**src/rtcs_pkg.sv**
```systemverilog
// Purpose: constants for the interrupt/status and timekeeping block
// Assumes: 40 MHz system clock, 8-bit register port from the serial engine
// Notes:   offsets are the byte addresses seen by the serial engine
package rtcs_pkg;
	// system clock
	localparam int unsigned CLK_HZ = 40000000;

	// register offsets
	localparam logic [7:0] ADDR_IRQ_CTRL_STATUS = 8'h01;
	localparam logic [7:0] ADDR_SECONDS         = 8'h02;
	localparam logic [7:0] ADDR_MINUTES         = 8'h03;
	localparam logic [7:0] ADDR_HOURS           = 8'h04;
	localparam logic [7:0] ADDR_DAY_OF_MONTH    = 8'h05;
	localparam logic [7:0] ADDR_DAY_OF_WEEK     = 8'h06;

	// interrupt_control_status field positions
	localparam int unsigned BIT_PULSE_SEL = 4;
	localparam int unsigned BIT_ALARM_FLAG = 3;
	localparam int unsigned BIT_CDOWN_FLAG = 2;
	localparam int unsigned BIT_ALARM_IE = 1;
	localparam int unsigned BIT_CDOWN_IE = 0;
	// seconds_and_integrity field position
	localparam int unsigned BIT_SUPPLY_LOW = 7;

	// reset values
	localparam logic       RST_SUPPLY_LOW = 1'b1;
	localparam logic [6:0] RST_SECONDS    = 7'h00;
	localparam logic [6:0] RST_MINUTES    = 7'h00;
	localparam logic [5:0] RST_HOURS      = 6'h00;
	localparam logic [5:0] RST_DAY        = 6'h01;
	localparam logic [2:0] RST_WEEKDAY    = 3'h0;

	// counting limits in packed bcd
	localparam logic [7:0] BCD_SEC_MAX  = 8'h59;
	localparam logic [7:0] BCD_MIN_MAX  = 8'h59;
	localparam logic [7:0] BCD_HOUR_MAX = 8'h23;
	localparam logic [7:0] BCD_DAY_MIN  = 8'h01;
	localparam logic [2:0] WEEKDAY_MAX  = 3'h6;
	localparam logic [7:0] BCD_FEB      = 8'h02;

	// countdown source clock select codes
	localparam logic [1:0] SRC_4096HZ = 2'h0;
	localparam logic [1:0] SRC_64HZ   = 2'h1;
	localparam logic [1:0] SRC_1HZ    = 2'h2;
	localparam logic [1:0] SRC_1_60HZ = 2'h3;

	// pulse widths as reciprocal seconds, and derived cycle counts
	localparam int unsigned PULSE_RECIP_8192 = 8192;
	localparam int unsigned PULSE_RECIP_4096 = 4096;
	localparam int unsigned PULSE_RECIP_128  = 128;
	localparam int unsigned PULSE_RECIP_64   = 64;
	localparam int unsigned PULSE_CYC_8192 = CLK_HZ / PULSE_RECIP_8192;
	localparam int unsigned PULSE_CYC_4096 = CLK_HZ / PULSE_RECIP_4096;
	localparam int unsigned PULSE_CYC_128  = CLK_HZ / PULSE_RECIP_128;
	localparam int unsigned PULSE_CYC_64   = CLK_HZ / PULSE_RECIP_64;
	localparam int unsigned PULSE_CNT_W = 20;
endpackage

```
**src/rtcs_core.sv**
```systemverilog
// Purpose: interrupt flags, enables, interrupt pin and seconds-to-weekday counters
// Assumes: serial engine on the same clock; 1 Hz tick and supply pins asynchronous
// Notes:   months/years and alarm/countdown logic live outside and feed events in
`timescale 1ns/100ps
`default_nettype none

// Contract
// [RQ1] host writes zero to unused control bits
// [RQ2] level mode: interrupt follows countdown flag, enabled
// [RQ3] pulse mode pulses; alarm still holds interrupt
// [RQ4] alarm event sets alarm flag bit 3
// [RQ5] countdown end sets countdown flag bit 2
// [RQ6] flags stay set until host overwrites
// [RQ7] alarm flag: write 0 clears, 1 keeps
// [RQ8] countdown flag: write 0 clears, 1 keeps
// [RQ9] flag write is AND with current value
// [RQ10] interrupt is OR of enabled flags
// [RQ11] pulse width from source clock and count
// [RQ12] flag and interrupt rise together at count zero
// [RQ13] supply-low flag starts set, sets on faults
// [RQ14] supply-low flag cleared only by host write
// [RQ15] seconds packed bcd 00 to 59
// [RQ16] minutes packed bcd at 03h
// [RQ17] hours packed bcd at 04h
// [RQ18] day of month packed bcd at 05h
// [RQ19] february 29th when year divisible by four
// [RQ20] weekday 0 to 6 at 06h
// [RQ21] freeze counters during access, queue one tick
// [RQ22] tick carries seconds through weekday
module rtcs_core #(
	parameter int unsigned PULSE_CYC_8192 = rtcs_pkg::PULSE_CYC_8192,
	parameter int unsigned PULSE_CYC_4096 = rtcs_pkg::PULSE_CYC_4096,
	parameter int unsigned PULSE_CYC_128  = rtcs_pkg::PULSE_CYC_128,
	parameter int unsigned PULSE_CYC_64   = rtcs_pkg::PULSE_CYC_64
) (
	// clock and reset
	input  wire logic       clock,
	input  wire logic       rst,
	// register port from the serial engine
	input  wire logic       access_active,
	input  wire logic [7:0] reg_addr,
	input  wire logic       reg_wr,
	input  wire logic [7:0] reg_wdata,
	input  wire logic       reg_rd,
	output logic      [7:0] reg_rdata,
	// asynchronous pins
	input  wire logic       tick_1hz_pin,
	input  wire logic       osc_stop_pin,
	input  wire logic       vdd_low_pin,
	// events and context from neighbouring logic
	input  wire logic       alarm_event,
	input  wire logic       countdown_done,
	input  wire logic [1:0] countdown_src_sel,
	input  wire logic       countdown_n_is_one,
	input  wire logic [7:0] month_bcd,
	input  wire logic [7:0] year_bcd,
	output logic            day_carry,
	// open-drain interrupt pin
	output logic            int_out,
	output logic            int_oe_n
);

	typedef struct packed {
		logic                              pulse_sel;
		logic                              alarm_flag;
		logic                              cdown_flag;
		logic                              alarm_ie;
		logic                              cdown_ie;
		logic                              supply_low;
		logic [6:0]                        sec;
		logic [6:0]                        min;
		logic [5:0]                        hour;
		logic [5:0]                        day;
		logic [2:0]                        wday;
		logic                              tick_pend;
		logic [1:0]                        tick_sync;
		logic                              tick_prev;
		logic [1:0]                        osc_sync;
		logic [1:0]                        vdd_sync;
		logic [rtcs_pkg::PULSE_CNT_W-1:0]  pulse_cnt;
		logic [7:0]                        rdata;
		logic                              int_act;
		logic                              day_carry;
	} rtcs_state_t;

	rtcs_state_t st_ff;
	rtcs_state_t nxt_st;

	// bcd increment with wrap to a given minimum
	function automatic logic [8:0] bcd_inc(input logic [7:0] v, input logic [7:0] vmax,
		input logic [7:0] vmin);
		logic [7:0] r;
		r = 8'h00;
		if (v >= vmax) begin
			return {1'b1, vmin};
		end
		if (v[3:0] >= 4'h9) begin
			r = {v[7:4] + 4'h1, 4'h0};
		end else begin
			r = {v[7:4], v[3:0] + 4'h1};
		end
		return {1'b0, r};
	endfunction

	// last day of the month in bcd
	function automatic logic [7:0] month_last(input logic [7:0] m, input logic [7:0] y);
		logic leap;
		leap = y[4] ? (y[3:0] == 4'h2 || y[3:0] == 4'h6)
			: (y[3:0] == 4'h0 || y[3:0] == 4'h4 || y[3:0] == 4'h8);
		case (m)
			rtcs_pkg::BCD_FEB: return leap ? 8'h29 : 8'h28; // [RQ19]
			8'h04, 8'h06, 8'h09, 8'h11: return 8'h30;
			default: return 8'h31;
		endcase
	endfunction

	// pulse length for the current countdown source
	function automatic logic [rtcs_pkg::PULSE_CNT_W-1:0] pulse_len(input logic [1:0] src,
		input logic n_one);
		case (src)
			rtcs_pkg::SRC_4096HZ: return n_one ? rtcs_pkg::PULSE_CNT_W'(PULSE_CYC_8192)
				: rtcs_pkg::PULSE_CNT_W'(PULSE_CYC_4096);
			rtcs_pkg::SRC_64HZ: return n_one ? rtcs_pkg::PULSE_CNT_W'(PULSE_CYC_128)
				: rtcs_pkg::PULSE_CNT_W'(PULSE_CYC_64);
			default: return rtcs_pkg::PULSE_CNT_W'(PULSE_CYC_64);
		endcase
	endfunction

	logic       tick_edge;
	logic       do_tick;
	logic [8:0] sec_n;
	logic [8:0] min_n;
	logic [8:0] hour_n;
	logic [8:0] day_n;
	logic       wr_ctl;
	logic       wr_sec;
	logic       pulse_on;

	always_comb begin
		nxt_st = st_ff;
		// second flop of each synchroniser is the only reader of the first
		nxt_st.tick_sync = {st_ff.tick_sync[0], tick_1hz_pin};
		nxt_st.osc_sync  = {st_ff.osc_sync[0], osc_stop_pin};
		nxt_st.vdd_sync  = {st_ff.vdd_sync[0], vdd_low_pin};
		nxt_st.tick_prev = st_ff.tick_sync[1];
		tick_edge = st_ff.tick_sync[1] & ~st_ff.tick_prev;

		wr_ctl = reg_wr && reg_addr == rtcs_pkg::ADDR_IRQ_CTRL_STATUS;
		wr_sec = reg_wr && reg_addr == rtcs_pkg::ADDR_SECONDS;

		// one tick is remembered while the host holds the counters
		do_tick = 1'b0;
		if (access_active) begin
			nxt_st.tick_pend = st_ff.tick_pend | tick_edge; // [RQ21]
		end else begin
			do_tick = st_ff.tick_pend | tick_edge; // [RQ21]
			nxt_st.tick_pend = 1'b0;
		end

		sec_n  = bcd_inc({1'b0, st_ff.sec}, rtcs_pkg::BCD_SEC_MAX, 8'h00); // [RQ15]
		min_n  = bcd_inc({1'b0, st_ff.min}, rtcs_pkg::BCD_MIN_MAX, 8'h00); // [RQ16]
		hour_n = bcd_inc({2'b00, st_ff.hour}, rtcs_pkg::BCD_HOUR_MAX, 8'h00); // [RQ17]
		day_n  = bcd_inc({2'b00, st_ff.day}, month_last(month_bcd, year_bcd),
			rtcs_pkg::BCD_DAY_MIN); // [RQ18] [RQ19]
		nxt_st.day_carry = 1'b0;
		if (do_tick) begin
			nxt_st.sec = sec_n[6:0]; // [RQ22]
			if (sec_n[8]) begin
				nxt_st.min = min_n[6:0]; // [RQ22]
				if (min_n[8]) begin
					nxt_st.hour = hour_n[5:0]; // [RQ22]
					if (hour_n[8]) begin
						nxt_st.day = day_n[5:0]; // [RQ22]
						nxt_st.day_carry = day_n[8];
						nxt_st.wday = (st_ff.wday >= rtcs_pkg::WEEKDAY_MAX) ? 3'h0
							: st_ff.wday + 3'h1; // [RQ20]
					end
				end
			end
		end

		// host writes to the time registers override the counting
		if (reg_wr) begin
			case (reg_addr)
				rtcs_pkg::ADDR_SECONDS:      nxt_st.sec  = reg_wdata[6:0]; // [RQ15]
				rtcs_pkg::ADDR_MINUTES:      nxt_st.min  = reg_wdata[6:0]; // [RQ16]
				rtcs_pkg::ADDR_HOURS:        nxt_st.hour = reg_wdata[5:0]; // [RQ17]
				rtcs_pkg::ADDR_DAY_OF_MONTH: nxt_st.day  = reg_wdata[5:0]; // [RQ18]
				rtcs_pkg::ADDR_DAY_OF_WEEK:  nxt_st.wday = reg_wdata[2:0]; // [RQ20]
				default: ;
			endcase
		end

		// unused upper control bits are simply not stored
		if (wr_ctl) begin // [RQ1]
			nxt_st.pulse_sel = reg_wdata[rtcs_pkg::BIT_PULSE_SEL];
			nxt_st.alarm_ie  = reg_wdata[rtcs_pkg::BIT_ALARM_IE];
			nxt_st.cdown_ie  = reg_wdata[rtcs_pkg::BIT_CDOWN_IE];
		end
		// flags: write ANDs, hardware set wins over a same-cycle clear
		nxt_st.alarm_flag = (wr_ctl ? st_ff.alarm_flag & reg_wdata[rtcs_pkg::BIT_ALARM_FLAG]
			: st_ff.alarm_flag) | alarm_event; // [RQ4] [RQ6] [RQ7] [RQ9]
		nxt_st.cdown_flag = (wr_ctl ? st_ff.cdown_flag & reg_wdata[rtcs_pkg::BIT_CDOWN_FLAG]
			: st_ff.cdown_flag) | countdown_done; // [RQ5] [RQ6] [RQ8] [RQ9]

		// supply-low: written value stored, faults force it set
		nxt_st.supply_low = (wr_sec ? reg_wdata[rtcs_pkg::BIT_SUPPLY_LOW] : st_ff.supply_low)
			| st_ff.osc_sync[1] | st_ff.vdd_sync[1]; // [RQ13] [RQ14]

		// pulse generator restarts on each countdown end
		if (countdown_done) begin
			nxt_st.pulse_cnt = pulse_len(countdown_src_sel, countdown_n_is_one); // [RQ11]
		end else if (st_ff.pulse_cnt != '0) begin
			nxt_st.pulse_cnt = st_ff.pulse_cnt - rtcs_pkg::PULSE_CNT_W'(1);
		end
		// pulse is on from the event cycle, so it registers with the flag
		pulse_on = countdown_done | (st_ff.pulse_cnt > rtcs_pkg::PULSE_CNT_W'(1)); // [RQ12]

		nxt_st.int_act = (nxt_st.alarm_flag & nxt_st.alarm_ie) // [RQ3] [RQ10]
			| (nxt_st.cdown_ie & (nxt_st.pulse_sel ? pulse_on // [RQ3] [RQ11]
			: nxt_st.cdown_flag)); // [RQ2] [RQ12]

		// read data is registered one cycle after the strobe
		if (reg_rd) begin
			case (reg_addr)
				rtcs_pkg::ADDR_IRQ_CTRL_STATUS: nxt_st.rdata = {3'b000, st_ff.pulse_sel,
					st_ff.alarm_flag, st_ff.cdown_flag, st_ff.alarm_ie, st_ff.cdown_ie};
				rtcs_pkg::ADDR_SECONDS:      nxt_st.rdata = {st_ff.supply_low, st_ff.sec};
				rtcs_pkg::ADDR_MINUTES:      nxt_st.rdata = {1'b0, st_ff.min};
				rtcs_pkg::ADDR_HOURS:        nxt_st.rdata = {2'b00, st_ff.hour};
				rtcs_pkg::ADDR_DAY_OF_MONTH: nxt_st.rdata = {2'b00, st_ff.day};
				rtcs_pkg::ADDR_DAY_OF_WEEK:  nxt_st.rdata = {5'b00000, st_ff.wday};
				default:                     nxt_st.rdata = 8'h00;
			endcase
		end
	end

	always_ff @(posedge clock or posedge rst) begin
		if (rst) begin
			st_ff            <= '0;
			st_ff.supply_low <= rtcs_pkg::RST_SUPPLY_LOW; // [RQ13]
			st_ff.sec        <= rtcs_pkg::RST_SECONDS;
			st_ff.min        <= rtcs_pkg::RST_MINUTES;
			st_ff.hour       <= rtcs_pkg::RST_HOURS;
			st_ff.day        <= rtcs_pkg::RST_DAY;
			st_ff.wday       <= rtcs_pkg::RST_WEEKDAY;
		end else begin
			st_ff <= nxt_st;
		end
	end

	assign reg_rdata = st_ff.rdata;
	assign day_carry = st_ff.day_carry;
	// pin only ever pulls low; released means high impedance outside
	assign int_out   = 1'b0;
	assign int_oe_n  = ~st_ff.int_act;

endmodule // rtcs_core

`default_nettype wire

```
**config.mk**
```make
export PLATFORM = sky130hd
export DESIGN_NAME = rtcs_core
export DESIGN_NICKNAME = d
export VERILOG_FILES = /design/src/rtcs_pkg.sv /design/src/rtcs_core.sv
export SDC_FILE = /design/constraint.sdc
export NUM_CORES = 1
export LEC_CHECK = 0
export BUFFER_PORTS_ARGS = -buffer_cell sky130_fd_sc_hd__buf_2
export CAP_MARGIN = 5
export CORE_MARGIN = 2
export CORE_UTILIZATION = 59
export DETAILED_ROUTE_END_ITERATION = 8
export PLACE_DENSITY = 0.81
export SLEW_MARGIN = 20
export SYNTH_ARGS = -nofsm -noshare
export SYNTH_HDL_FRONTEND = slang
export SYNTH_SLANG_ARGS = --single-unit
```
**constraint.sdc**
```tcl
create_clock -name clock -period 3.5 [get_ports clock]
set_clock_uncertainty 0.1 [all_clocks]
set_input_delay 0 -clock clock [delete_from_list [all_inputs] [get_ports clock]]
set_output_delay 0 -clock clock [all_outputs]
set_load 0.05 [all_outputs]
```
# --- Word-level counts from Yosys, hierarchy flattened ---
# Cells that the tools add are included.
word_totals:
  reg_bits: 73
  latch_bits: 0
  ramBits: 0
  rom_bits: 0
  in_bits: 45
  out_inout_bits: 11
  wordCells: 128
  n_memories: 0
classes:
  n_addsub: 10
  multipliers: 0
  div_mod_pow: 0
  magnitude_cmp: 10
  n_eq_ne: 16
  shift: 0
  muxes: 48
  bitwise_logic: 14
  n_reduce_logical: 10
op_table:
  columns: ["cell", "n"]
  rows:
  - ["9-bit two-way mux", 9]
  - ["20-bit two-way mux", 3]
  - ["29-bit two-way mux", 2]
  - ["8-bit case mux with 6 select lines", 1]
  - ["8-bit by 3-bit equality test with 1-bit output (second input constant)", 5]
  - ["20-bit case mux with 2 select lines", 1]
  - ["7-bit two-way mux", 4]
  - ["8-bit by 2-bit equality test with 1-bit output (second input constant)", 3]
  - ["22-bit two-way mux", 1]
  - ["20-bit by 1-bit greater-than comparator with 1-bit output (second input constant)", 1]
  - ["20-bit nonzero test", 1]
  - ["20-bit by 1-bit subtractor with 20-bit output (second input constant)", 1]
  - ["1-bit two-way mux", 17]
  - ["4-bit by 1-bit adder with 4-bit output (second input constant)", 4]
  - ["4-bit >= comparator (second input constant)", 4]
  - ["8-bit two-way mux", 2]
  - ["15-bit two-way mux", 1]
  - ["7-bit >= comparator (second input constant)", 2]
  - ["14-bit two-way mux", 1]
  - ["6-bit two-way mux", 2]
  - ["5-bit case mux with 2 select lines", 1]
  - ["3-bit by 1-bit adder with 4-bit output (second input constant)", 2]
  - ["4-bit by 3-bit equality test with 1-bit output (second input constant)", 2]
  - ["8-bit by 1-bit equality test with 1-bit output (second input constant)", 1]
  - ["21 further kinds", 37]

# --- Depth between registers and ports, before layout ---
# Gate-level depths: netlist of run 1.
logic_depth:
  word_depth: 15
  ltp_mapped: 11
  mapped_depth_nobuf: 11

# --- Worst setup path before layout of run 1 ---
# Ideal clock, no wire load.
synth_path:
  path_type: "register to register"
  from: "register st_ff[41] in the netlist's numbering"
  to: "register st_ff[44] in the netlist's numbering"
  setup_ps: 95
  t_arrival_ps: 2289
  required_time_ps: 3305
  path_slack_ps: 1016
  path_stages_with_launch: 8
  n_path_buf: 0
  period_less_slack_ps: 2484
  cell_sequence: "dfstp_2 inv_1 ha_1 or4b_2 a211oi_1 o21ba_2 nor2_1 o31ai_1"
synth_rtl:
  columns: ["item", "line", "source"]
  rows:
  - ["start: declaration", "rtcs_core.sv:86", "rtcs_state_t st_ff;"]
  - ["start signal: assignment", "rtcs_core.sv:248", "st_ff <= nxt_st;"]

==> run summary, run 1 <==
Reg area: 1829 um^2
Hold path startpoint: countdown_done
Fin worst setup slack: 0.8416 ns
Gates resized, CTS repair: 0
RD Place Congestion: 0.9035
Hold Path Class: input port to flip-flop
TNS Setup: 0 ns
Iteration-0 DRC Markers: 353
Share of cells above drive strength 1: 0.1760
Reg2reg start: st_ff[41]
Clk_lat worst skew: 0.35 ns
Post-synthesis net count: 583
EDFF count, synth: 0
Clock sink count: 73
Fin crit period: 2.658 ns
Leakage: 2.394 nW
CP max stage cell: or4b_2
Status: finished clean
Setup CP Type: flip-flop to flip-flop
Synthesized area: 4741 um^2
Most frequent cells after synthesis: dfrtp_1 (71), nor2_1 (38), inv_1 (37)
FFs w/ async S/R, synth: 1.000
Prevailing post-synth register cell: dfrtp_1
Synthesized flop and latch total: 73
Top Ports: 56
Count leader, synth: dfrtp_1
Ys Warns: 0
Arr. time, crit path: 2.82 ns
Fill cells: 606
Final hold slack: 0.01536 ns
Core Footprint: 7767 um^2
Overall die height: 93.64 um
Clk buf depth: 2
Crit path max-delay family: compound AO/OA/AOI/OAI gates
Final Cycle Share: 0.7595
CTS H-tree lvls: 3
Post-CTS setup buffer count: 0
Die footprint: 8768 um^2
IO Port Bufs: 51
Synth unique cells: 76
# hold bufs at CTS: 21
Top cell type's share of synthesized area: 0.3748
DPL Wire Length: 8391 um
Post-synthesis sequential area ratio: 0.3859
Max-slew violations: 0
Via Count: 4266
Worst vdd ir: 0.2432 mV
Area added between synthesis and finish: 14.57%
CP startpoint kind: flip-flop
Cells after Synth: 513
Vias in the first global route: 4041
Fin nets: 639
Clock transition at path regs: 0.08 ns
DR WL/cell: 17.40 um
Via density per instance: 6.311
CP startpoint: st_ff[41]
Die Width: 93.64 um
Crit path buf inv count: 1
Ant diodes: 0
Worst path max stage delay: 0.63 ns
Top cell type by total area after synthesis: dfrtp_1
Maximum number of pins on one net before global-route repair: 45
Hold Fails Final Rpt: 0
First-pass GRT wire length: 19520 um
WL final: 11760 um
Max_cap viols: 0
CTS root buf: clkbuf_8
Worst Tran Pin Value: 0.8764 ns
Num rows: 32
Post-route DRC: 0
Gr usage total: 0.2830
Total gr overflow: 0
Achievable Freq: 0.3762 GHz
Place WS: 0.7747 ns
Final setup viols: 0
Cells along the critical path: inv_1 > ha_1 > or4b_2 > a211oi_1 > o21ba_2 > nor2_1 > o31ai_1
Relative slew slack: 0.4096
PwrDens: 465.7 nW/um^2
Critical path required time: 3.66 ns
Initial antenna violation count: 0
Total power: 2.530 mW
CTS tree: built
CTS Buf Count: 9
Synth area leaders: dfrtp_1 (37%), ha_1 (6.6%), mux2i_1 (3.6%)
CP max FO: 7
R2r setup slk: 0.84 ns
Multi-input gate area: 2592 um^2
CP Capture Type: flip-flop
Avg Cell Area, Syn: 9.241 um^2
RSZ-0062 raised after global routing: no
Initial Util: 0.6103
DRT antenna net count: 0
TritonRoute pass-1 iters: 5
[power by group]
part | leakage [nW] | internal, mW | switching (mW)
combinational | 1.36 | 0.267 | 0.326
sequential | 0.919 | 0.950 | 0.180
clock | 0.120 | 0.492 | 0.315
total | 2.39 | 1.71 | 0.820
[flip-flops by register name (all words and copies together) (netlist names)]
signal     count
reg_rdata      8
day_carry      1
nxt_st         4
st_ff         60
[cell families (layout without fill, tap and decap cells)]
kind of cell	count (synthesis)	in the layout	synth area share
adder cells (fa/ha/maj)	25	25	0.06598
buffers and inverters	69	130	0.06729
XOR/XNOR	15	15	0.02771
flip-flops	73	73	0.3859
AND/OR/NAND/NOR	169	169	0.1987
other	1	1	0.0007910
AO/OA/AOI/OAI	137	137	0.2011
multiplexers	24	24	0.05252
[per-layer routing]
metal,global-route usage,vias up,share of wire
li1,-,1986,-
met1,0.3836,2063,0.43
met3,0.05479,25,0.080
met5,0,-,0
met4,0.1063,0,0.026
met2,0.4520,192,0.47
[final timing paths]
| path | end | depth (start not counted) |
|---|---|---|
| hold reg to reg | st_ff[31] | 0 |
| setup reg to reg | st_ff[44] | 7 |
| max in group asynchronous | st_ff[13] | 4 |
| hold / removal | st_ff[17] | 2 |
| setup / recovery | st_ff[44] | 7 |
| min in group asynchronous | nxt_st[36] | 3 |
[cells in the final DEF (no fill, tap or decap), drive strengths merged, types with 5 or more instances in the layout]
| cell type | instances |
|---|---|
| a21oi | 29 |
| nand4 | 5 |
| a22o | 7 |
| mux2 | 7 |
| a31oi | 9 |
| o31a | 5 |
| nand3 | 14 |
| a211oi | 7 |
| nand2 | 33 |
| ha | 25 |
| dfrtp | 71 |
| nor3 | 16 |
| o21a | 5 |
| buf | 55 |
| dlygate4sd3 | 21 |
| or4 | 6 |
| inv | 37 |
| or3 | 8 |
| o21ai | 22 |
| nor4 | 8 |
| mux2i | 17 |
| o31ai | 8 |
| xnor2 | 8 |
| nor2b | 10 |
| xor2 | 7 |
| o22ai | 8 |
| or2 | 5 |
| clkbuf | 11 |
| nor2 | 38 |
[cell type report]
class / instances / share of cell area
clock buffer: 11 / 0.02603
clock inverter: 5 / 0.01889
inverter: 38 / 0.02626
multi-input combinational: 371 / 0.4773
sequential: 73 / 0.3368
tap: 102 / 0.02350
timing repair buffer: 76 / 0.09122
[per-stage QoR]
step | instances | util | instance area, um^2
detailed placement | 639 | 0.6408 | 4977
global placement | 639 | 0.6408 | 4977
CTS | 676 | 0.6993 | 5431
finish | 676 | 0.6993 | 5431
floorplan | 513 | - | 4741
global route | 676 | 0.6993 | 5431
Power figures use the tool's default switching activity.
==> run 2, diff against run 1 <==
==> constraint.sdc (replaced) <==
create_clock -name clock -period 2.65 [get_ports clock]
set_clock_uncertainty 0.1 [all_clocks]
set_input_delay 0 -clock clock [delete_from_list [all_inputs] [get_ports clock]]
set_output_delay 0 -clock clock [all_outputs]
set_load 0.05 [all_outputs]
==> run summary, run 2 (same netlist as run 1, synthesis figures left out) <==
Status: finished clean
Clk buf depth: 2
Gr usage total: 0.2910
DR WL/cell: 17.58 um
Hold Path Class: input port to flip-flop
Clk_lat worst skew: 0.35 ns
Iteration-0 DRC Markers: 488
Post-route DRC: 0
Num rows: 32
CTS root buf: clkbuf_8
DRT antenna net count: 0
Initial antenna violation count: 0
Crit path buf inv count: 1
TritonRoute pass-1 iters: 5
Final setup viols: 0
Cells along the critical path: inv_1 > ha_1 > or4b_2 > a211oi_2 > o21ba_2 > nor2_1 > o31ai_1
Most frequent cells in the layout: dfrtp_1 (71), buf_2 (51), nor2_1 (38), inv_1 (36), nand2_1 (32)
Fin worst setup slack: 0.1821 ns
Seq pwr share: 0.452
Max_cap viols: 0
CTS Buf Count: 9
Hold path startpoint: reg_addr[6]
Combinational share of power: 0.255
Via Count: 4323
Internal: 2.165 mW
Clock transition at path regs: 0.08 ns
Initial Util: 0.6103
Final Cycle Share: 0.9313
RSZ-0062 raised after global routing: no
Worst path max stage delay: 0.64 ns
Core Footprint: 7767 um^2
Die footprint: 8768 um^2
Area added between synthesis and finish: 16.28%
Largest Register: st_ff
CTS tree: built
Clock share of power: 0.293
Post-CTS setup buffer count: 0
WL final: 12080 um
Fill cells: 633
PwrDens: 596.1 nW/um^2
Post-Layout Cell Count: 687
Achievable Freq: 0.4052 GHz
Fin nets: 650
CP max FO: 4
Vias in the first global route: 4219
RD Place Congestion: 0.8785
Overall die height: 93.64 um
DPL Wire Length: 8620 um
Critical path required time: 2.81 ns
Commonest non-fill, non-tap cell in the layout: dfrtp_1
Die Width: 93.64 um
CP startpoint kind: flip-flop
Setup CP Type: flip-flop to flip-flop
IO Port Bufs: 51
Max-slew violations: 0
CP startpoint: st_ff[41]
Worst vdd ir: 0.3406 mV
Max reg flops: 60
Worst Tran Pin Value: 0.9020 ns
Clock sink count: 73
Layout Utilization: 0.7097
Arr. time, crit path: 2.62 ns
Share of cells above drive strength 1: 0.1949
Sw Ratio: 0.3413
Place WS: -0.1215 ns
Maximum number of pins on one net before global-route repair: 74
Crit path max-delay family: compound AO/OA/AOI/OAI gates
Relative slew slack: 0.3923
Via density per instance: 6.293
First-pass GRT wire length: 19990 um
Fin crit period: 2.468 ns
Top Ports: 56
CP Capture Type: flip-flop
Hold Fails Final Rpt: 0
CP max stage cell: or4b_2
Net Sw Power: 1.122 mW
CTS H-tree lvls: 3
Final hold slack: 0.02387 ns
Leakage: 2.439 nW
Total gr overflow: 0
Placed insts: 649
Ant diodes: 0
Reg2reg start: st_ff[41]
## run 2: timing repair
| item | in CTS | in global routing |
|---|---|---|
| hold endpoints to repair | 126 | 0 |
| endpoints found under the setup margin | 0 | 6 |
| hold buffers | 22 | 0 |
| gates resized for setup | 0 | 2 |
## run 2: path summary, 6_finish.rpt
| kind | cells after the start | endpoint | slack (ns) |
|---|---|---|---|
| worst max-delay path | 7 | st_ff[44] | 0.18 |
| worst min register to register | 0 | nxt_st[34] | 0.26 |
| min in group asynchronous | 4 | nxt_st[36] | 0.17 |
| worst max register to register | 7 | st_ff[44] | 0.18 |
| worst min-delay path | 5 | reg_rdata[5] | 0.02 |
| max in group asynchronous | 4 | st_ff[67] | 1.93 |
## run 2: metal layers
layer | vias up | share of wire | wire, um | track usage
li1 | 2019 | - | - | -
met1 | 2067 | 0.43 | 5178 | 0.3845
met2 | 205 | 0.48 | 5745 | 0.4772
met3 | 32 | 0.067 | 811 | 0.04351
met4 | 0 | 0.028 | 342 | 0.1268
met5 | - | 0 | 0 | 0
## run 2: per-stage QoR
step | setup TNS (ns) | total power [mW] | cell area [um^2]
final | 0 | 3.286 | 5513
after global routing | 0 | 3.465 | 5513
after CTS | 0 | 3.280 | 5503
after detailed placement | -0.3062 | 2.284 | 5065
after global placement | -0.003742 | 2.225 | 5065
after floorplan | 0 | 2.012 | 4741
## run 2: final cells by class
cell class	count	area, um^2	area share
Multi-Input combinational cell	371	2603	0.4721
Inverter	38	142.6	0.02587
Tap cell	102	127.6	0.02315
Sequential cell	73	1829	0.3318
Clock buffer	9	123.9	0.02247
Timing Repair Buffer	87	593.1	0.1076
Clock inverter	7	93.84	0.01702
## run 2: power groups by stage
stage	clock network, mW	logic (mW)	registers (mW)
5_1_grt	1.03	0.929	1.51
2_1_floorplan	0	0.599	1.41
3_3_place_gp	0	0.749	1.48
4_1_cts	0.985	0.824	1.47
3_5_place_dp	0	0.790	1.49
6_report	0.963	0.839	1.48
## run 2: worst reg2reg max path: stages, from the launching register on
cell and delay (ns):
dfstp_2 0.53, inv_1 0.05, ha_1 0.27, or4b_2 0.64, a211oi_2 0.29, o21ba_2 0.22, nor2_1 0.05, o31ai_1 0.22
